==> src/rtl/fpio_defs.svh <==
// offsets, field positions, reset values and pin positions of the parallel port block
`ifndef FPIO_DEFS_SVH
`define FPIO_DEFS_SVH
`define FPIO_NUM_PORTS    5
`define FPIO_NUM_PINS     39
`define FPIO_ADDR_W       8
`define FPIO_KIND_DATA    2'h0
`define FPIO_KIND_DIR     2'h1
`define FPIO_KIND_PUE     2'h2
`define FPIO_OFF_CTRL     8'h50
`define FPIO_CTRL_RELEASE 0
`define FPIO_CTRL_GPO     1
`define FPIO_RST_BYTE     8'h00
`define FPIO_PA_OE_MASK   8'hFE
`define FPIO_PA0          0
`define FPIO_PA_PD_LO     4
`define FPIO_PB0          8
`define FPIO_PB1          9
`define FPIO_PB7          15
`define FPIO_PC_KBI       16
`define FPIO_PC_SPI       20
`define FPIO_PD0          24
`define FPIO_PD1          25
`define FPIO_PD6          30
`define FPIO_PE_BASE      31
`endif

==> src/rtl/fpio_pkg.sv <==
// types shared by the parallel port block
`include "fpio_defs.svh"
package fpio_pkg;
	typedef logic [`FPIO_ADDR_W-1:0]   fpio_addr_type;
	typedef logic [7:0]                fpio_byte_type;
	typedef logic [`FPIO_NUM_PINS-1:0] fpio_pins_type;
	typedef enum {FPIO_RUN, FPIO_HOLD} fpio_pwr_type;
endpackage

==> src/rtl/fpio_port_if.sv <==
// control and pin bundle between the port block top and one port slice
`timescale 1ns/1ps
`default_nettype none
interface fpio_port_if #(parameter int W = 8);
	logic [7:0]   wr_data;
	logic         wr_latch;
	logic         wr_dir;
	logic         wr_pue;
	logic         clr;
	logic         off;
	logic         hold;
	logic [W-1:0] own;
	logic [W-1:0] own_oe;
	logic [W-1:0] own_out;
	logic [W-1:0] force_pu;
	logic [W-1:0] pd_sel;
	logic [W-1:0] pin_force;
	logic [W-1:0] pin_lvl;
	logic [W-1:0] latch;
	logic [W-1:0] dir;
	logic [W-1:0] pue;
	logic [W-1:0] rd_data;
	logic [W-1:0] pin_out;
	logic [W-1:0] pin_oe;
	logic [W-1:0] pin_pu;
	logic [W-1:0] pin_pd;
	modport port (input wr_data, wr_latch, wr_dir, wr_pue, clr, off, hold, own, own_oe, own_out,
		force_pu, pd_sel, pin_force, pin_lvl,
		output latch, dir, pue, rd_data, pin_out, pin_oe, pin_pu, pin_pd);
	modport ctl (output wr_data, wr_latch, wr_dir, wr_pue, clr, off, hold, own, own_oe, own_out,
		force_pu, pd_sel, pin_force, pin_lvl,
		input latch, dir, pue, rd_data, pin_out, pin_oe, pin_pu, pin_pd);
endinterface
`default_nettype wire

==> src/rtl/fpio_port.sv <==
// one port slice: data latch, direction, pull enable and pin drive
`timescale 1ns/1ps
`default_nettype none
module fpio_port #(
	parameter int           W       = 8,
	parameter logic [W-1:0] OE_MASK = '1
) (
	input  wire logic  mclk_in, // system clock
	input  wire logic  nrst_in, // async reset, low
	fpio_port_if.port  bus      // control and pins
);
	logic [W-1:0] latch_q;
	logic [W-1:0] dir_q;
	logic [W-1:0] pue_q;
	logic [W-1:0] oe_d;
	logic [W-1:0] out_d;
	logic [W-1:0] pull_ok;
	logic [W-1:0] rd_sel;

	generate
		if (W < 1 || W > 8)
			$error("fpio_port width must be 1 to 8");
	endgenerate

	// ==========================================================
	// registers
	// stop entry powers the registers down, so they clear like reset
	always_ff @(posedge mclk_in or negedge nrst_in) begin
		if (!nrst_in)
			latch_q <= '0;
		else if (bus.clr)
			latch_q <= '0;
		else if (bus.wr_latch)
			latch_q <= bus.wr_data[W-1:0];
	end

	always_ff @(posedge mclk_in or negedge nrst_in) begin
		if (!nrst_in)
			dir_q <= '0;
		else if (bus.clr)
			dir_q <= '0;
		else if (bus.wr_dir)
			dir_q <= bus.wr_data[W-1:0];
	end

	always_ff @(posedge mclk_in or negedge nrst_in) begin
		if (!nrst_in)
			pue_q <= '0;
		else if (bus.clr)
			pue_q <= '0;
		else if (bus.wr_pue)
			pue_q <= bus.wr_data[W-1:0];
	end

	// ==========================================================
	// pin drive
	always_comb begin
		oe_d    = ((bus.own & bus.own_oe) | (~bus.own & dir_q)) & OE_MASK;
		out_d   = (bus.own & bus.own_out) | (~bus.own & latch_q);
		pull_ok = pue_q & ~dir_q & ~oe_d;
		rd_sel  = dir_q & ~bus.pin_force;
	end

	// hold freezes the pads while the registers behind them are gone
	always_ff @(posedge mclk_in or negedge nrst_in) begin
		if (!nrst_in) begin
			bus.pin_oe  <= '0;
			bus.pin_out <= '0;
			bus.pin_pu  <= '0;
			bus.pin_pd  <= '0;
		end else if (bus.off) begin
			bus.pin_oe  <= '0;
			bus.pin_out <= '0;
			bus.pin_pu  <= '0;
			bus.pin_pd  <= '0;
		end else if (!bus.hold) begin
			bus.pin_oe  <= oe_d;
			bus.pin_out <= out_d;
			bus.pin_pu  <= (pull_ok & ~bus.pd_sel) | bus.force_pu;
			bus.pin_pd  <= pull_ok & bus.pd_sel;
		end
	end

	assign bus.latch   = latch_q;
	assign bus.dir     = dir_q;
	assign bus.pue     = pue_q;
	assign bus.rd_data = (rd_sel & latch_q) | (~rd_sel & bus.pin_lvl);
endmodule
`default_nettype wire

==> src/rtl/fpio_sync.sv <==
// two-flop synchroniser for pin levels
`timescale 1ns/1ps
`default_nettype none
module fpio_sync #(
	parameter int W = 39
) (
	input  wire logic         mclk_in,  // system clock
	input  wire logic         nrst_in,  // async reset, low
	input  wire logic [W-1:0] async_in, // raw pin levels
	output logic      [W-1:0] sync_out  // synchronised levels
);
	logic [W-1:0] meta_q;

	generate
		if (W < 1)
			$error("fpio_sync width must be positive");
	endgenerate

	always_ff @(posedge mclk_in or negedge nrst_in) begin
		if (!nrst_in) begin
			meta_q   <= '0;
			sync_out <= '0;
		end else begin
			meta_q   <= async_in;
			sync_out <= meta_q;
		end
	end
endmodule
`default_nettype wire

==> src/rtl/fpio_top.sv <==
// five-port parallel i/o block with avalon-mm register slave
//
// Notes on behaviour
// - 39 pins, four 8-bit, one 7-bit port
// - port A bit 0 never drives
// - every port A pin feeds keyboard unit one
// - serial enabled: B0 transmit, B1 receive
// - timer may own port B pin 7
// - SPI enabled: C7..C4 select, clock, MISO, MOSI
// - C3..C0 feed keyboard unit two
// - D0 is background/mode-select line after reset
// - background owner forces D0 pullup on
// - software may turn D0 into output only
// - D1 always belongs to reset function
// - timer may own port D pin 6
// - general drive control only while no owner
// - read gives pin if input, latch if output
// - data write updates the latch unless a stop entry comes in the same cycle
// - drive latch only on unowned output pins and on D0 as plain output
// - direction still selects read source when owned
// - D0 and D1 read the pin level
// - pullup only while direction is input, except the forced D0 pullup
// - stop1 clears registers, pins to reset
// - stop2 holds pins until release write
// - reset clears latches, inputs, no pulls except the forced D0 pullup
// - rising keyboard pins A7..A4 get pulldowns
`timescale 1ns/1ps
`default_nettype none
`include "fpio_defs.svh"
module fpio_top (
	input  wire logic                   mclk_in,             // system clock
	input  wire logic                   nrst_in,             // async reset, low
	input  wire fpio_pkg::fpio_addr_type avs_address_in,     // byte address
	input  wire logic                   avs_read_in,         // read request
	input  wire logic                   avs_write_in,        // write request
	input  wire logic [31:0]            avs_writedata_in,    // write data
	input  wire logic [3:0]             avs_byteenable_in,   // byte lanes
	output logic      [31:0]            avs_readdata_out,    // read data
	output logic                        avs_waitrequest_out, // stall
	input  wire fpio_pkg::fpio_pins_type pin_in,             // pad levels
	output fpio_pkg::fpio_pins_type     pin_out_out,         // pad drive value
	output fpio_pkg::fpio_pins_type     pin_oe_out,          // pad drive enable
	output fpio_pkg::fpio_pins_type     pin_pullup_out,      // pullup enable
	output fpio_pkg::fpio_pins_type     pin_pulldown_out,    // pulldown enable
	output fpio_pkg::fpio_pins_type     pin_level_out,       // synced levels to peripherals
	input  wire logic [7:0]             keyboard_irq_unit_one_en_in,          // keyboard one pin enables
	input  wire logic [7:0]             keyboard_irq_unit_one_rise_in,        // keyboard one rising polarity
	input  wire logic [3:0]             keyboard_irq_unit_two_en_in,          // keyboard two pin enables
	input  wire logic                   sci_en_in,           // serial enabled
	input  wire logic                   serial_transmit_in,  // serial transmit bit
	output logic                        serial_receive_out,  // serial receive level
	input  wire logic                   tmr1_own_in,         // timer owns B7
	input  wire logic                   tmr1_oe_in,          // timer drives B7
	input  wire logic                   tmr1_out_in,         // timer B7 value
	input  wire logic                   tmr0_own_in,         // timer owns D6
	input  wire logic                   tmr0_oe_in,          // timer drives D6
	input  wire logic                   tmr0_out_in,         // timer D6 value
	input  wire logic                   spi_en_in,           // spi enabled
	input  wire logic [3:0]             spi_oe_in,           // spi drive, 3=select..0=mosi
	input  wire logic [3:0]             spi_do_in,           // spi values, same order
	input  wire logic                   bkgd_oe_in,          // background line drives
	input  wire logic                   bkgd_out_in,         // background line value
	input  wire logic                   reset_drive_in,      // pull reset pin low
	input  wire logic                   stop1_entry_in,      // full power down pulse
	input  wire logic                   stop2_entry_in,      // partial power down pulse
	output logic                        hold_active_out      // pins held after stop2
);
	import fpio_pkg::*;

	localparam int NP = `FPIO_NUM_PORTS;

	logic             ack_q;
	logic [31:0]      rdata_q;
	fpio_pwr_type     pwr_q;
	logic             gpo_q;
	logic             wr_fire;
	logic             rd_take;
	logic             ctrl_hit;
	logic             hold_rel;
	logic [3:0]       sel_port;
	logic [1:0]       sel_kind;
	fpio_pins_type    lvl;
	fpio_pins_type    own;
	fpio_pins_type    own_oe;
	fpio_pins_type    own_out;
	fpio_pins_type    force_pu;
	fpio_pins_type    pd_sel;
	fpio_pins_type    pin_force;
	fpio_pins_type    latch_all;
	fpio_pins_type    dir_all;
	fpio_byte_type    rd_arr [NP][3];
	logic             pif_e_wr;

	// ==========================================================
	// pin input synchroniser
	fpio_sync #(.W(`FPIO_NUM_PINS)) u_sync (
		.mclk_in  (mclk_in),
		.nrst_in  (nrst_in),
		.async_in (pin_in),
		.sync_out (lvl)
	);

	assign pin_level_out      = lvl;
	assign serial_receive_out = lvl[`FPIO_PB1];

	// ==========================================================
	// avalon slave
	// one wait cycle on every access so read data come from a flop
	assign sel_port            = avs_address_in[7:4];
	assign sel_kind            = avs_address_in[3:2];
	assign ctrl_hit            = {avs_address_in[7:2], 2'b00} == `FPIO_OFF_CTRL;
	assign avs_waitrequest_out = (avs_read_in | avs_write_in) & ~ack_q;
	assign wr_fire             = avs_write_in & ack_q & avs_byteenable_in[0];
	assign rd_take             = avs_read_in & ~ack_q;
	assign hold_rel            = wr_fire & ctrl_hit & avs_writedata_in[`FPIO_CTRL_RELEASE];
	assign avs_readdata_out    = rdata_q;
	assign pif_e_wr            = wr_fire && sel_port == 4'h4 && sel_kind == `FPIO_KIND_DATA;

	always_ff @(posedge mclk_in or negedge nrst_in) begin
		if (!nrst_in)
			ack_q <= 1'b0;
		else
			ack_q <= (avs_read_in | avs_write_in) & ~ack_q;
	end

	always_ff @(posedge mclk_in or negedge nrst_in) begin
		if (!nrst_in)
			rdata_q <= '0;
		else if (rd_take) begin
			if (ctrl_hit)
				rdata_q <= {30'h0, gpo_q, pwr_q == FPIO_HOLD};
			else if (sel_port < 4'(NP) && sel_kind != 2'h3)
				rdata_q <= {24'h0, rd_arr[sel_port[2:0]][sel_kind]};
			else
				rdata_q <= '0;
		end
	end

	// ==========================================================
	// power state
	// a stop2 entry in the release cycle wins, so the hold is never lost
	always_ff @(posedge mclk_in or negedge nrst_in) begin
		if (!nrst_in)
			pwr_q <= FPIO_RUN;
		else begin
			case (pwr_q)
				FPIO_RUN: begin
					if (stop2_entry_in)
						pwr_q <= FPIO_HOLD;
				end
				FPIO_HOLD: begin
					if (hold_rel && !stop2_entry_in)
						pwr_q <= FPIO_RUN;
				end
				default: pwr_q <= FPIO_RUN;
			endcase
		end
	end

	assign hold_active_out = pwr_q == FPIO_HOLD;

	// once set, D0 stays a plain output until reset or power down
	always_ff @(posedge mclk_in or negedge nrst_in) begin
		if (!nrst_in)
			gpo_q <= 1'b0;
		else if (stop1_entry_in || stop2_entry_in)
			gpo_q <= 1'b0;
		else if (wr_fire && ctrl_hit && avs_writedata_in[`FPIO_CTRL_GPO])
			gpo_q <= 1'b1;
	end

	// ==========================================================
	// peripheral ownership
	always_comb begin
		own       = '0;
		own_oe    = '0;
		own_out   = '0;
		force_pu  = '0;
		pd_sel    = '0;
		pin_force = '0;
		own[`FPIO_PA0 +: 8]      = keyboard_irq_unit_one_en_in;
		pd_sel[`FPIO_PA_PD_LO +: 4] = keyboard_irq_unit_one_en_in[7:4] & keyboard_irq_unit_one_rise_in[7:4];
		if (sci_en_in) begin
			own[`FPIO_PB0]     = 1'b1;
			own_oe[`FPIO_PB0]  = 1'b1;
			own_out[`FPIO_PB0] = serial_transmit_in;
			own[`FPIO_PB1]     = 1'b1;
		end
		if (tmr1_own_in) begin
			own[`FPIO_PB7]     = 1'b1;
			own_oe[`FPIO_PB7]  = tmr1_oe_in;
			own_out[`FPIO_PB7] = tmr1_out_in;
		end
		own[`FPIO_PC_KBI +: 4] = keyboard_irq_unit_two_en_in;
		if (spi_en_in) begin
			own[`FPIO_PC_SPI +: 4]     = 4'hF;
			own_oe[`FPIO_PC_SPI +: 4]  = spi_oe_in;
			own_out[`FPIO_PC_SPI +: 4] = spi_do_in;
		end
		own[`FPIO_PD0]      = 1'b1;
		own_oe[`FPIO_PD0]   = gpo_q | bkgd_oe_in;
		own_out[`FPIO_PD0]  = gpo_q ? latch_all[`FPIO_PD0] : bkgd_out_in;
		force_pu[`FPIO_PD0] = ~gpo_q;
		own[`FPIO_PD1]      = 1'b1;
		own_oe[`FPIO_PD1]   = reset_drive_in;
		pin_force[`FPIO_PD0] = 1'b1;
		pin_force[`FPIO_PD1] = 1'b1;
		if (tmr0_own_in) begin
			own[`FPIO_PD6]     = 1'b1;
			own_oe[`FPIO_PD6]  = tmr0_oe_in;
			own_out[`FPIO_PD6] = tmr0_out_in;
		end
	end

	// ==========================================================
	// port slices: A B C D of 8/8/8/7 pins, then E of 8
	for (genvar i = 0; i < NP; i++) begin : g_port
		localparam int         W   = (i == 3) ? 7 : 8;
		localparam int         B   = (i == 4) ? `FPIO_PE_BASE : i * 8;
		localparam logic [7:0] OEM = (i == 0) ? `FPIO_PA_OE_MASK : 8'hFF;

		fpio_port_if #(.W(W)) pif ();

		assign pif.wr_data   = avs_writedata_in[7:0];
		assign pif.wr_latch  = wr_fire && sel_port == 4'(i) && sel_kind == `FPIO_KIND_DATA;
		assign pif.wr_dir    = wr_fire && sel_port == 4'(i) && sel_kind == `FPIO_KIND_DIR;
		assign pif.wr_pue    = wr_fire && sel_port == 4'(i) && sel_kind == `FPIO_KIND_PUE;
		assign pif.clr       = stop1_entry_in | stop2_entry_in;
		assign pif.off       = stop1_entry_in;
		assign pif.hold      = pwr_q == FPIO_HOLD;
		assign pif.own       = own[B +: W];
		assign pif.own_oe    = own_oe[B +: W];
		assign pif.own_out   = own_out[B +: W];
		assign pif.force_pu  = force_pu[B +: W];
		assign pif.pd_sel    = pd_sel[B +: W];
		assign pif.pin_force = pin_force[B +: W];
		assign pif.pin_lvl   = lvl[B +: W];

		assign latch_all[B +: W]        = pif.latch;
		assign dir_all[B +: W]          = pif.dir;
		assign pin_out_out[B +: W]      = pif.pin_out;
		assign pin_oe_out[B +: W]       = pif.pin_oe;
		assign pin_pullup_out[B +: W]   = pif.pin_pu;
		assign pin_pulldown_out[B +: W] = pif.pin_pd;
		assign rd_arr[i][0]             = 8'(pif.rd_data);
		assign rd_arr[i][1]             = 8'(pif.dir);
		assign rd_arr[i][2]             = 8'(pif.pue);

		fpio_port #(
			.W       (W),
			.OE_MASK (OEM[W-1:0])
		) u_port (
			.mclk_in (mclk_in),
			.nrst_in (nrst_in),
			.bus     (pif.port)
		);
	end

	// ==========================================================
	// assertions
	property p_pa0_input;
		@(posedge mclk_in) disable iff (!nrst_in)
		!pin_oe_out[`FPIO_PA0];
	endproperty
	a_pa0_input: assert property (p_pa0_input) else $error("port A bit 0 driven");

	property p_latch_write;
		@(posedge mclk_in) disable iff (!nrst_in)
		(pif_e_wr && !stop1_entry_in && !stop2_entry_in)
			|=> latch_all[`FPIO_PE_BASE +: 8] == $past(avs_writedata_in[7:0]);
	endproperty
	a_latch_write: assert property (p_latch_write) else $error("data write not latched");

	property p_gpio_drive;
		@(posedge mclk_in) disable iff (!nrst_in)
		(pwr_q == FPIO_RUN && !stop1_entry_in)
			|=> pin_oe_out[`FPIO_PE_BASE +: 8] == $past(dir_all[`FPIO_PE_BASE +: 8])
			&& pin_out_out[`FPIO_PE_BASE +: 8] == $past(latch_all[`FPIO_PE_BASE +: 8]);
	endproperty
	a_gpio_drive: assert property (p_gpio_drive) else $error("port E drive mismatch");

	property p_serial_tx;
		@(posedge mclk_in) disable iff (!nrst_in)
		(sci_en_in && pwr_q == FPIO_RUN && !stop1_entry_in)
			|=> pin_oe_out[`FPIO_PB0] && pin_out_out[`FPIO_PB0] == $past(serial_transmit_in);
	endproperty
	a_serial_tx: assert property (p_serial_tx) else $error("serial transmit not on B0");

	property p_bkgd_pullup;
		@(posedge mclk_in) disable iff (!nrst_in)
		// the forced pullup lands one edge after reset release
		($past(nrst_in) && !gpo_q && pwr_q == FPIO_RUN && !stop1_entry_in) |=> pin_pullup_out[`FPIO_PD0];
	endproperty
	a_bkgd_pullup: assert property (p_bkgd_pullup) else $error("D0 pullup off while owned");

	property p_pull_input_only;
		@(posedge mclk_in) disable iff (!nrst_in)
		(pin_pullup_out[`FPIO_PE_BASE +: 8] & pin_oe_out[`FPIO_PE_BASE +: 8]) == 8'h00;
	endproperty
	a_pull_input_only: assert property (p_pull_input_only) else $error("pullup on driven pin");

	property p_stop1_reset;
		@(posedge mclk_in) disable iff (!nrst_in)
		stop1_entry_in |=> pin_oe_out == '0 && pin_pullup_out == '0 && pin_pulldown_out == '0
			&& latch_all == '0 && dir_all == '0;
	endproperty
	a_stop1_reset: assert property (p_stop1_reset) else $error("stop1 left pins active");

	property p_stop2_hold;
		@(posedge mclk_in) disable iff (!nrst_in)
		(pwr_q == FPIO_HOLD && !stop1_entry_in) |=> $stable(pin_out_out) && $stable(pin_oe_out);
	endproperty
	a_stop2_hold: assert property (p_stop2_hold) else $error("held pins changed");

	property p_read_source;
		@(posedge mclk_in) disable iff (!nrst_in)
		(rd_take && sel_port == 4'h4 && sel_kind == `FPIO_KIND_DATA)
			|=> rdata_q[7:0] == (($past(dir_all[`FPIO_PE_BASE +: 8]) & $past(latch_all[`FPIO_PE_BASE +: 8]))
			| (~$past(dir_all[`FPIO_PE_BASE +: 8]) & $past(lvl[`FPIO_PE_BASE +: 8])));
	endproperty
	a_read_source: assert property (p_read_source) else $error("data read source wrong");
endmodule
`default_nettype wire

==> config.mk <==
export PLATFORM = sky130hd
export DESIGN_NAME = fpio_top
export DESIGN_NICKNAME = d
export VERILOG_FILES = /design/src/rtl/fpio_pkg.sv /design/src/rtl/fpio_port_if.sv /design/src/rtl/fpio_port.sv /design/src/rtl/fpio_sync.sv /design/src/rtl/fpio_top.sv
export VERILOG_INCLUDE_DIRS = /design/src /design/src/rtl
export SDC_FILE = /design/constraint.sdc
export NUM_CORES = 1
export LEC_CHECK = 0
export BUFFER_PORTS_ARGS = -buffer_cell sky130_fd_sc_hd__buf_4
export CAP_MARGIN = 20
export CORE_MARGIN = 2
export CORE_UTILIZATION = 45
export CTS_BUF_LIST = sky130_fd_sc_hd__clkbuf_16
export DETAILED_ROUTE_END_ITERATION = 7
export HOLD_SLACK_MARGIN = 0.06
export PLACE_DENSITY = 0.69
export SKIP_LAST_GASP = 1
export SYNTH_ARGS = -nofsm -noshare
export SYNTH_HDL_FRONTEND = slang
export SYNTH_SLANG_ARGS = --single-unit
==> constraint.sdc <==
create_clock -name mclk_in -period 4 [get_ports mclk_in]
set_clock_uncertainty 0.2 [all_clocks]
set_input_delay 0.2 -clock mclk_in [delete_from_list [all_inputs] [get_ports mclk_in]]
set_output_delay 0.2 -clock mclk_in [all_outputs]
set_load 0.02 [all_outputs]
==> metrics.yaml <==
layout:
  nFillCells: 2644
  diodes: 0
  drive_gt1_share_pct: 20.9
  area_growth_pct: 30.0
  nets: 1814
  multiInputGateArea_um2: 5510
  regArea_um2: 8110
  finalNonFillerCells: 2113
logic_synthesis:
  synth_seq_cells: 324
  async_flop_share_pct: 100
  synth_warnings: 0
  synth_edf_count: 0
  yosysTopAreaCellShare_pct: 56.9
  synth_area_leaders: "dfrtp_1, mux2i_1, a21oi_1"
  synth_top_area_cell: "dfrtp_1"
  synth_flop_cell: "dfrtp_1"
  ys_seq_area_share_pct: 56.9
  syn_area_um2: 14300
  syn_avg_cell_area_um2: 10.5
  synth_cell_types: 56
  synthCells: 1354
global_routing:
  grt_max_degree: 110
  track_usage_pct: 26.4
  antenna_found_initial: 1
  grt_first_pass_wirelength_mm: 67.7
  grt-ovfl-total: 0
  grt_pass1_vias: 11454
pwr:
  switching_share_pct: 24.0
  p_int_mw: 5.52
  p_total_mw: 7.27
  power.density_nw_per_um2: 392
  leakage_nw: 8.66
  irDropWorstVdd_uv: 320
  power_frac_clock_pct: 45.8
  p_seq_share_pct: 46.1
  combPwrFrac_pct: 8.1
  power.switching_mw: 1.75
cts:
  ctsHtreeMaxLevel: 2
  clock_path_buffers: 3
  cts_made_buffers: 35
  cts-root-buf: "clkbuf_16"
  post_cts_buffers: 0
  clock_sinks: 324
  clk_latency_ps: 530
  clk_pin_slew_worst_paths_ps: 60
  cts_tree: "yes"
worst_setup_path:
  start_kind: "input pin"
  slowest_delay_ps: 550
  cp_data_arrival_time_ps: 2830
  required_ps: 4210
  crit_path_max_fanout: 23
  worstSetupPathType: "in -> reg"
  worst_r2r_path_depth: 5
  slowest_stage: "dlygate4sd3_1"
  cp_common_cell: "dlygate4sd3_1"
  cp-end-kind: "register"
  cp_cell_sequence: "dlygate4sd3_1, buf_4, or2_1, or4_1, nor2_1, nand2_1, a21o_1, dlygate4sd3_1"
drt:
  routedWlPerCell_um: 20.9
  vias: 11595
  ant_nets: 0
  firstDrtPassIters: 5
  drc: 0
  viasPerCell: 5.49
  wirelength_mm: 44.1
  drt_iter0_drc: 950
floorplan:
  core_area_um2: 31400
  ios: 359
  die_y_um: 182
  rows: 65
  die_w_um: 182
  start_util_pct: 45.4
  die-area_um2: 33100
timing:
  fin_crit_sh_pct: 65.5
  whs_ps: 98.6
  slew_viol_final: 0
  setup-violations-final: 0
  max-slew-margin-rel_pct: 36.8
  worst_pin_slew_ps: 939
  fmax_mhz: 381
  post-route-min-period_ps: 2620
  rsz0062_at_grt: "no"
  hold_viol: 0
  tns_ps: 0
  final.setup.worst_slack_ps: 1380
run:
  maxCapViolCount: 0
placed_design:
  gp_congestion: 0.900
  io_buffers: 264
  dp.cells: 1947
  place_hpwl_mm: 29.7
  pre_cts_ws_ps: 1540
hold_path:
  min_path_type: "in -> reg"
  min_path_cells: 5
run_status:
  status: "completed"
-- worst paths after layout --
kind | start | endpoint | slack (ps)
min | avs_write_in | g_port[0].u_port.bus.latch[7]$_DFFE_PN0P_ | 100
max in group asynchronous | nrst_in | u_sync.meta_q[29]$_DFF_PN0_ | 2440
max reg2reg | pwr_q[0]$_DFFE_PN0P_ | g_port[2].u_port.bus.pin_pu[6]$_DFFE_PN0P_ | 1460
min reg2reg | u_sync.meta_q[2]$_DFF_PN0_ | u_sync.sync_out[2]$_DFF_PN0_ | 150
min in group asynchronous | nrst_in | g_port[2].u_port.bus.pin_out[4]$_DFFE_PN0P_ | 120
max | avs_address_in[2] | pwr_q[0]$_DFFE_PN0P_ | 1380
-- per-layer routing --
metal	vias up	global-route usage (%)	routed length, µm
met5	-	0	13
met4	2	9.74	1640
met3	108	4.79	3220
met1	5732	36.3	18500
met2	504	42.1	20700
li1	5249	-	-
-- state kept, by name, summed over array words and instances, names as in the netlist --
| register | cells |
|---|---|
| pwr_q | 1 |
| gpo_q | 1 |
| g_port.u_port.bus.pin_pd | 4 |
| g_port.u_port.bus.pin_pu | 39 |
| g_port.u_port.bus.pue | 39 |
| g_port.u_port.bus.pin_oe | 38 |
| g_port.u_port.bus.latch | 38 |
| u_sync.sync_out | 39 |
| avs_readdata_out | 8 |
| g_port.u_port.bus.dir | 39 |
| g_port.u_port.bus.pin_out | 38 |
| u_sync.meta_q | 39 |
| ack_q | 1 |
-- area by class of cell --
class | count | area share, %
Clock buffer | 35 | 4.73
Clock inverter | 28 | 1.57
Inverter | 10 | 0.203
Multi-Input combinational cell | 928 | 29.7
Sequential cell | 324 | 43.8
Tap cell | 402 | 2.71
Timing Repair Buffer | 386 | 17.3
-- timing repair --
action	4_1_cts	5_1_grt
hold buffers	102	0
hold endpoints to repair	318	0
resized for setup	0	0
-- kinds of logic after synthesis --
logic type | count (synthesis) | synth area share, %
and+or+nand+nor | 471 | 16.5
DFF | 324 | 56.9
AOI/OAI and AO/OA | 243 | 9.70
buffers and inverters | 162 | 6.12
muxes | 153 | 10.8
other | 1 | 0.0263
-- critical path: cells and delay by family --
kind | cells | cell delay [ps]
AND/OR/NAND/NOR | 4 | 1140
AO/OA/AOI/OAI | 1 | 180
buffers and inverters | 3 | 1320
-- layout by cell type, fill, tap and decap left out, types with 5 or more instances in the layout --
cell,netlist,routed
a2111oi_0,5,5
a211oi_1,7,7
a21oi_1,156,156
buf_4,63,279
bufinv_16,0,6
clkbuf_16,0,35
clkinv_1,0,7
clkinv_2,0,6
conb_1,1,61
dfrtp_1,324,323
dlygate4sd3_1,0,102
inv_1,10,15
mux2i_1,151,151
nand2_1,100,100
nand2b_1,9,9
nand3_1,74,74
nor2_1,187,187
nor2b_1,7,7
nor3_1,10,10
nor3b_1,54,54
nor4_4,6,6
o21ai_0,25,25
o22ai_1,19,19
-- power groups by stage --
stage	Clock (mW)	Sequential [mW]	Combinational, mW
2_1_floorplan	0	3.43	0.254
3_3_place_gp	0	3.41	0.503
3_5_place_dp	0	3.41	0.505
4_1_cts	3.37	3.35	0.582
5_1_grt	3.52	3.35	0.631
6_report	3.33	3.35	0.589
-- metrics by stage --
step / util, % / cell area (µm²)
3_3_place_gp: 52.0 / 16300
5_1_grt: 59.0 / 18500
3_5_place_dp: 52.0 / 16300
4_1_cts: 59.0 / 18500
6_report: 59.0 / 18500
2_1_floorplan: - / 14500
-- Yosys cell counts, types with 4 or more instances --
library cell / instances
nand2_1: 100
o22ai_1: 19
o211ai_1: 4
buf_4: 63
mux2i_1: 151
a211oi_1: 7
a2111oi_0: 5
clkbuf_1: 64
nor2_1: 187
or3b_2: 4
o21ai_0: 25
buf_1: 7
nor4_4: 6
nand2b_1: 9
nor2b_1: 7
inv_1: 10
nor3_1: 10
dfrtp_1: 324
a21oi_1: 156
buf_2: 17
nand3_1: 74
a22oi_1: 4
a221o_1: 4
nor3b_1: 54
(Power assumes the default switching activity.)
